--- src/hw/rdc_cfg.svh ---
// Constants for the resync tail selector.
`ifndef RDC_CFG_SVH
`define RDC_CFG_SVH

`define RDC_PREFIX_LEN   5'h14
`define RDC_PREFIX_PAT   20'h10102
`define RDC_PREFIX_MASK  20'hBFFFF
`define RDC_TAIL_LEN     5'h04
`define RDC_TAIL_FIRST   3'h0
`define RDC_TAIL_SECOND  3'h4
`define RDC_LAST_STEP    6'h27
`define RDC_SUM_W        16

`endif

--- src/hw/rdc_pkg.sv ---
// Types shared by the resync tail selector.
package rdc_pkg;
    typedef enum logic [2:0] {
        RDC_KIND_PREAMBLE,
        RDC_KIND_SYNC,
        RDC_KIND_DATA,
        RDC_KIND_PREFIX,
        RDC_KIND_TAIL
    } rdc_kind_t;
endpackage

--- src/hw/rdc_dsv_track.sv ---
// Running digital sum of one candidate path over position-modulated bits.
`include "rdc_cfg.svh"
module rdc_dsv_track #(
    parameter int SUM_W = `RDC_SUM_W
) (
    // Clock and reset.
    input  wire logic                    ref_clk,
    input  wire logic                    rst,
    // Bit stream.
    input  wire logic                    bit_en,
    input  wire logic                    ppm_bit,
    // State reload from the chosen path.
    input  wire logic                    load,
    input  wire logic signed [SUM_W-1:0] load_sum,
    input  wire logic                    load_level,
    // Current state.
    output logic signed [SUM_W-1:0]      sum,
    output logic                         level
);
    logic signed [SUM_W-1:0] sum_q;
    logic signed [SUM_W-1:0] sum_d;
    logic                    level_q;
    wire logic               pwm_bit;
    wire logic signed [SUM_W-1:0] step;

    // A ONE toggles the written level; each bit then weighs by that level.
    assign pwm_bit = level_q ^ ppm_bit;
    assign step    = pwm_bit ? SUM_W'(1) : -SUM_W'(1);
    assign sum_d   = sum_q + step;

    always_ff @(posedge ref_clk) begin
        if (rst) begin
            sum_q   <= '0;
            level_q <= 1'b0;
        end else if (load) begin
            sum_q   <= load_sum;
            level_q <= load_level;
        end else if (bit_en) begin
            sum_q   <= sum_d;
            level_q <= pwm_bit;
        end
    end

    assign sum   = sum_q;
    assign level = level_q;
endmodule

--- src/hw/rdc_selector.sv ---
// Resync tail selector that keeps the d.c. level of a sector's data field low.
`include "rdc_cfg.svh"
module rdc_selector #(
    parameter int SUM_W = `RDC_SUM_W
) (
    // Clock and sector-start reset.
    input  wire logic                    ref_clk,
    input  wire logic                    rst,
    // Channel bits from the modulation encoder.
    input  wire logic                    in_valid,
    output logic                         in_ready,
    input  wire logic                    in_bit,
    input  wire rdc_pkg::rdc_kind_t      in_kind,
    input  wire logic                    in_last,
    // Decisions to the write channel.
    output logic                         sel_valid,
    output logic                         sel_second,
    output logic [5:0]                   sel_step,
    output logic signed [SUM_W-1:0]      run_sum,
    // Status.
    output logic                         done,
    output logic                         order_err
);
    typedef enum logic [2:0] {
        ST_PRE, ST_SYNC, ST_DATA, ST_PREFIX, ST_TAIL, ST_PEND, ST_DONE
    } rdc_state_t;

    // Literals cannot be bit-selected, so the fixed patterns are held as constants here.
    localparam logic [`RDC_PREFIX_LEN-1:0] PREFIX_PAT  = `RDC_PREFIX_PAT;
    localparam logic [`RDC_PREFIX_LEN-1:0] PREFIX_MASK = `RDC_PREFIX_MASK;
    localparam logic [2:0]                 TAIL_FIRST  = `RDC_TAIL_FIRST;
    localparam logic [2:0]                 TAIL_SECOND = `RDC_TAIL_SECOND;

    rdc_state_t              state_q;
    rdc_state_t              state_d;
    logic [4:0]              cnt_q;
    logic [4:0]              cnt_d;
    logic [5:0]              blk_q;
    logic                    final_q;
    logic                    sel_valid_q;
    logic                    sel_second_q;
    logic [5:0]              sel_step_q;
    logic signed [SUM_W-1:0] run_sum_q;
    logic                    order_err_q;

    wire logic                    take;
    wire logic                    kind_ok;
    wire logic                    last_ok;
    wire logic                    is_k_pre;
    wire logic                    is_k_sync;
    wire logic                    is_k_data;
    wire logic                    is_k_prefix;
    wire logic                    is_k_tail;
    wire logic                    end_block;
    wire logic                    prefix_end;
    wire logic                    tail_end;
    wire logic                    prefix_bad;
    wire logic [4:0]              pfx_idx;
    wire logic [4:0]              pfx_pos;
    wire logic [1:0]              tail_pos;
    wire logic                    tail_fixed;
    wire logic                    bit_a;
    wire logic                    bit_b;
    wire logic                    pick_b;
    wire logic                    bit_en;
    wire logic                    load;
    wire logic signed [SUM_W-1:0] sum_a;
    wire logic signed [SUM_W-1:0] sum_b;
    wire logic signed [SUM_W-1:0] abs_a;
    wire logic signed [SUM_W-1:0] abs_b;
    wire logic signed [SUM_W-1:0] pick_sum;
    wire logic                    level_a;
    wire logic                    level_b;
    wire logic                    pick_level;

    assign is_k_pre    = in_kind == rdc_pkg::RDC_KIND_PREAMBLE;
    assign is_k_sync   = in_kind == rdc_pkg::RDC_KIND_SYNC;
    assign is_k_data   = in_kind == rdc_pkg::RDC_KIND_DATA;
    assign is_k_prefix = in_kind == rdc_pkg::RDC_KIND_PREFIX;
    assign is_k_tail   = in_kind == rdc_pkg::RDC_KIND_TAIL;

    // Only the final data block may carry the end-of-field mark.
    assign last_ok = !in_last || (state_q == ST_DATA && is_k_data && blk_q == `RDC_LAST_STEP);
    assign kind_ok = last_ok && (
        (state_q == ST_PRE    && (is_k_pre || is_k_sync)) ||
        (state_q == ST_SYNC   && (is_k_sync || is_k_data)) ||
        (state_q == ST_DATA   && (is_k_data || (is_k_prefix && blk_q != `RDC_LAST_STEP))) ||
        (state_q == ST_PREFIX && is_k_prefix) ||
        (state_q == ST_TAIL   && is_k_tail));

    assign in_ready   = state_q != ST_PEND && state_q != ST_DONE;
    assign take       = in_valid && in_ready;
    assign bit_en     = take && kind_ok;
    assign end_block  = bit_en && is_k_data && in_last;
    assign prefix_end = bit_en && is_k_prefix && state_q == ST_PREFIX
                        && cnt_q == `RDC_PREFIX_LEN - 5'h01;
    assign tail_end   = bit_en && state_q == ST_TAIL && cnt_q == `RDC_TAIL_LEN - 5'h01;

    // The first prefix bit is taken while the block is still open, so it sits at index 0 (pattern bit 19).
    assign pfx_idx    = (state_q == ST_PREFIX) ? cnt_q : 5'h00;
    assign pfx_pos    = `RDC_PREFIX_LEN - 5'h01 - pfx_idx;
    // Prefix bits are fixed except the x position, which the encoder sets.
    assign prefix_bad = bit_en && is_k_prefix
                        && (state_q == ST_DATA || state_q == ST_PREFIX)
                        && PREFIX_MASK[pfx_pos]
                        && in_bit != PREFIX_PAT[pfx_pos];

    // The first three tail bits belong to the variant; y comes from the encoder.
    assign tail_pos   = 2'(5'h02 - cnt_q);
    assign tail_fixed = state_q == ST_TAIL && cnt_q < `RDC_TAIL_LEN - 5'h01;
    assign bit_a = tail_fixed ? TAIL_FIRST[tail_pos]  : in_bit;
    assign bit_b = tail_fixed ? TAIL_SECOND[tail_pos] : in_bit;

    assign abs_a      = sum_a < 0 ? -sum_a : sum_a;
    assign abs_b      = sum_b < 0 ? -sum_b : sum_b;
    assign pick_b     = abs_b < abs_a;
    assign pick_sum   = pick_b ? sum_b : sum_a;
    assign pick_level = pick_b ? level_b : level_a;
    assign load       = state_q == ST_PEND;

    rdc_dsv_track #(.SUM_W(SUM_W)) u_path_a (
        .ref_clk    (ref_clk),
        .rst        (rst),
        .bit_en     (bit_en),
        .ppm_bit    (bit_a),
        .load       (load),
        .load_sum   (pick_sum),
        .load_level (pick_level),
        .sum        (sum_a),
        .level      (level_a)
    );

    rdc_dsv_track #(.SUM_W(SUM_W)) u_path_b (
        .ref_clk    (ref_clk),
        .rst        (rst),
        .bit_en     (bit_en),
        .ppm_bit    (bit_b),
        .load       (load),
        .load_sum   (pick_sum),
        .load_level (pick_level),
        .sum        (sum_b),
        .level      (level_b)
    );

    always_comb begin
        state_d = state_q;
        cnt_d   = cnt_q;
        unique case (state_q)
            ST_PRE: begin
                if (bit_en && is_k_sync) state_d = ST_SYNC;
            end
            ST_SYNC: begin
                if (bit_en && is_k_data) state_d = ST_DATA;
            end
            ST_DATA: begin
                if (end_block) begin
                    state_d = ST_PEND;
                end else if (bit_en && is_k_prefix) begin
                    state_d = ST_PREFIX;
                    cnt_d   = 5'h01;
                end
            end
            ST_PREFIX: begin
                if (prefix_end) begin
                    // The first prefix closes the opening sum; later ones close a step.
                    state_d = (blk_q == 6'h00) ? ST_TAIL : ST_PEND;
                    cnt_d   = '0;
                end else if (bit_en) begin
                    cnt_d = cnt_q + 5'h01;
                end
            end
            ST_TAIL: begin
                if (tail_end) begin
                    state_d = ST_DATA;
                    cnt_d   = '0;
                end else if (bit_en) begin
                    cnt_d = cnt_q + 5'h01;
                end
            end
            ST_PEND: state_d = final_q ? ST_DONE : ST_TAIL;
            ST_DONE: state_d = ST_DONE;
        endcase
    end

    always_ff @(posedge ref_clk) begin
        if (rst) begin
            state_q <= ST_PRE;
            cnt_q   <= '0;
            blk_q   <= '0;
            final_q <= 1'b0;
        end else begin
            state_q <= state_d;
            cnt_q   <= cnt_d;
            if (tail_end) blk_q <= blk_q + 6'h01;
            if (end_block) final_q <= 1'b1;
        end
    end

    always_ff @(posedge ref_clk) begin
        if (rst) begin
            sel_valid_q  <= 1'b0;
            sel_second_q <= 1'b0;
            sel_step_q   <= '0;
            run_sum_q    <= '0;
            order_err_q  <= 1'b0;
        end else begin
            sel_valid_q <= load;
            if (load) begin
                sel_second_q <= pick_b;
                sel_step_q   <= blk_q;
                run_sum_q    <= pick_sum;
            end
            if ((take && !kind_ok) || prefix_bad) order_err_q <= 1'b1;
        end
    end

    assign sel_valid  = sel_valid_q;
    assign sel_second = sel_second_q;
    assign sel_step   = sel_step_q;
    assign run_sum    = run_sum_q;
    assign done       = state_q == ST_DONE;
    assign order_err  = order_err_q;
endmodule

--- config.mk ---
export PLATFORM = sky130hd
export DESIGN_NAME = rdc_selector
export DESIGN_NICKNAME = d
export VERILOG_FILES = /design/src/hw/rdc_pkg.sv /design/src/hw/rdc_dsv_track.sv /design/src/hw/rdc_selector.sv
export VERILOG_INCLUDE_DIRS = /design/src /design/src/hw
export SDC_FILE = /design/constraint.sdc
export NUM_CORES = 1
export LEC_CHECK = 0
export BUFFER_PORTS_ARGS = -buffer_cell sky130_fd_sc_hd__buf_2
export CAP_MARGIN = 30
export CORE_MARGIN = 5
export CORE_UTILIZATION = 30
export DETAILED_ROUTE_END_ITERATION = 7
export GPL_ROUTABILITY_DRIVEN = 0
export PLACE_DENSITY_LB_ADDON = 0.3
export SLEW_MARGIN = 10
export SYNTH_ARGS = -nofsm -noshare
export SYNTH_HDL_FRONTEND = slang
export SYNTH_HIERARCHICAL = 1
export SYNTH_SLANG_ARGS = --single-unit
--- constraint.sdc ---
create_clock -name ref_clk -period 5 [get_ports ref_clk]
set_input_delay 0.5 -clock ref_clk [delete_from_list [all_inputs] [get_ports ref_clk]]
set_output_delay 0.5 -clock ref_clk [all_outputs]
set_load 0.05 [all_outputs]
==> results.json <==
{
  "floorplan.initialDensity_pct": 30.5,
  "fin_tns_setup_ns": 0,
  "hold_violations": 0,
  "portBuffers": 34,
  "endpoint_kind": "register",
  "p_clk_share_pct": 40.3,
  "intPower_mw": 1.08,
  "core_area_mm2": 0.0210,
  "cts_tree": "done",
  "synthesis.area_mm2": 0.00642,
  "die_area_mm2": 0.0244,
  "layout_commonest_cell": "nor2_1",
  "ys_warn_count": 6,
  "ir_drop_v": 0.000159,
  "worstHoldStart": "sel_step[4]",
  "power_per_cell_area_mw_per_mm2": 224,
  "hold_end": "sel_step[4]",
  "insertion_delay_ns": 0.35,
  "critPathArrivalTime_ns": 4.74,
  "p_comb_share_pct": 21.1,
  "drtIter0Drc": 502,
  "synth_cells": 819,
  "netSwitchingFraction_pct": 32.4,
  "worst_pin_slew_ns": 0.750,
  "synth-seq-area-share_pct": 23.1,
  "die_w_um": 156,
  "rrSetupSlack_ns": 0.50,
  "post_cts_buffers": 0,
  "critPathMaxFanout": 15,
  "ant_nets": 0,
  "path_clk_slew_ns": 0.07,
  "overflow": 0,
  "antenna_found_initial": 0,
  "maxCapViolCount": 0,
  "crit_type": "register to register",
  "async_flop_share_pct": 0,
  "postCtsHoldBufs": 0,
  "drc": 0,
  "cts_made_buffers": 9,
  "route.vias.total": 6244,
  "critPathLaunchType": "register",
  "ioPinCount": 35,
  "rsz0062_at_grt": "false",
  "synth_area_leaders": "dfxtp_1 (23%), nor2_1 (6.8%), xor2_1 (5.2%), ha_1 (4.7%), nand2_1 (3.9%)",
  "viasPerCell": 5.59,
  "min_period_ns": 4.50,
  "avgSynthCellArea_um2": 7.84,
  "wl_per_cell_um": 17.3,
  "crit_top_cell": "or4_1",
  "grt_pass1_wl_mm": 31.6,
  "drv_slew": 0,
  "grt_usage_pct": 15.8,
  "grt_pass1_vias": 5844,
  "cts_root_buffer": "clkbuf_16",
  "fin_cells": 1116,
  "rr_worst_depth": 16,
  "firstDrtPassIters": 7,
  "relSlewSlack_pct": 50.0,
  "skew_ns": 0.00999,
  "rr_endpoint": "u_path_b/sum[15]",
  "ys_ff_latch": 74,
  "layout.nets": 868,
  "dp_hpwl_mm": 13.7,
  "power.switching_mw": 0.517,
  "setup_viol": 0,
  "synth_top_area_cell": "dfxtp_1",
  "hp-class": "register to register",
  "synth_top_area_share_pct": 23.1,
  "seqPwrFrac_pct": 38.6,
  "ys_types": 84,
  "cts_resized": 0,
  "synthesis.nets": 851,
  "n_antenna_cell": 0,
  "rows": 53,
  "rr_startpoint": "u_path_b/sum[5]",
  "grt_max_degree": 41,
  "cts_num_sinks": 74,
  "fin_crit_sh_pct": 90.0,
  "place_inst": 1099,
  "clock.fmax_ghz": 0.222,
  "status": "complete, no violations",
  "leakage_nw": 2.83,
  "slowest_stage": "or4_1",
  "clockBufferDepth": 2,
  "synth_flop_cell": "dfxtp_1",
  "wl_mm": 19.3,
  "die_y_um": 156,
  "synth_edf_count": 0,
  "slowest_delay_ns": 0.56,
  "htreeDepth": 3,
  "drive_gt1_share_pct": 17.2,
  "hold_depth": 2,
  "area_delta_synth_final_pct": 10.8,
  "required_ns": 5.23,
  "final_cell_mix": "nor2_1 (117), dfxtp_1 (74), nand2_1 (66)",
  "crit_path_cell_trace": "or4_1 -> or3_1 -> or4_1 -> o21ai_1 -> xnor2_1 -> ha_1 -> nand3_1 -> or4_1 -> a21oi_1 -> o21bai_1 -> o21ai_2 -> buf_4 -> mux2_2 -> and3_1 -> a31oi_1 -> o31ai_1"
}
==> layer usage <==
metal	vias to the layer above	GRT usage [%]	part of all wire, %
met5	-	0	0
met3	16	2.88	5.5
li1	3082	-	-
met1	2973	22.6	48
met2	173	25.0	45
met4	0	3.22	1.2
==> how the worst max path moves through the flow <==
stage	slack, ns	to	cells past startpoint	from
2_1_floorplan	0.61	u_path_a/sum[9]	16	u_path_b/sum[6]
3_3_place_gp	0.56	u_path_a/sum[15]	16	u_path_b/sum[5]
3_5_place_dp	0.52	u_path_b/sum[15]	16	u_path_b/sum[5]
4_1_cts	0.52	u_path_a/sum[15]	16	u_path_b/sum[5]
5_1_grt	0.18	u_path_b/sum[15]	16	u_path_b/sum[5]
6_report	0.50	u_path_b/sum[15]	16	u_path_b/sum[5]
==> worst max-delay path, delay by kind of cell (launching register included) <==
kind / cells / cell delay, ns
xor gates and xnor gates: 1 / 0.08
AOI/OAI and AO/OA: 6 / 0.80
buffers and inverters: 1 / 0.27
and+or+nand+nor: 6 / 2.23
muxes: 1 / 0.38
adders and majority gates: 1 / 0.31
DFF: 1 / 0.31
==> cell families (layout without fill, tap and decap cells) <==
logic type / after synthesis / in the layout / share of synthesized area (%)
compound gates: 197 / 197 / 23.0
xor+xnor: 60 / 60 / 8.42
fa+ha+maj: 24 / 24 / 4.68
buf+inv: 82 / 104 / 6.94
flops: 74 / 74 / 23.1
mux: 33 / 33 / 5.53
simple gates: 349 / 349 / 28.4
==> final cells by class <==
cell class	instances	area, um^2
Clock buffer	9	225
Clock inverter	7	60.1
Fill cell	2242	13900
Inverter	20	75.1
Multi-Input combinational cell	663	4490
Sequential cell	74	1480
Tap cell	275	344
Timing Repair Buffer	68	433
==> metrics by stage <==
step	power (mW)	setup slack [ns]	util [%]	cell area, um^2	hold WS (ns)
floorplan	0.891	0.611	-	6420	0.437
global placement	0.960	0.558	32.4	6810	0.441
detailed placement	0.961	0.517	32.4	6810	0.448
CTS	1.61	0.516	33.8	7100	0.457
global route	1.67	0.184	33.8	7110	0.489
finish	1.59	0.498	33.8	7110	0.452
==> power groups by stage <==
stage | sequential [mW] | combinational [mW] | clock [mW]
floorplan | 0.627 | 0.264 | 0
global placement | 0.629 | 0.331 | 0
detailed placement | 0.629 | 0.332 | 0
CTS | 0.615 | 0.334 | 0.662
global route | 0.617 | 0.369 | 0.687
finish | 0.615 | 0.337 | 0.642
==> sequential cells by signal, summed over array words and instances, names as in the netlist <==
register	cells
state_q	3
blk_q	6
final_q	1
sel_step	6
u_path_b/sum	16
u_path_b/level	1
u_path_a/level	1
sel_second	1
u_path_a/sum	16
cnt_q	5
run_sum	16
order_err	1
sel_valid	1
==> synthesized netlist by cell type, types with 15 or more instances <==
master,n
xor2_1,38
a21oi_1,35
inv_1,19
nand3_1,19
nand2_1,66
a211oi_1,20
ha_1,24
and3_1,18
mux2i_1,15
o21ai_0,41
mux2_2,15
nor3_1,18
o221a_2,16
dfxtp_1,74
clkbuf_1,33
nor4_1,15
nor2_1,117
or4_1,16
xnor2_1,20
(Power assumes the default switching activity.)
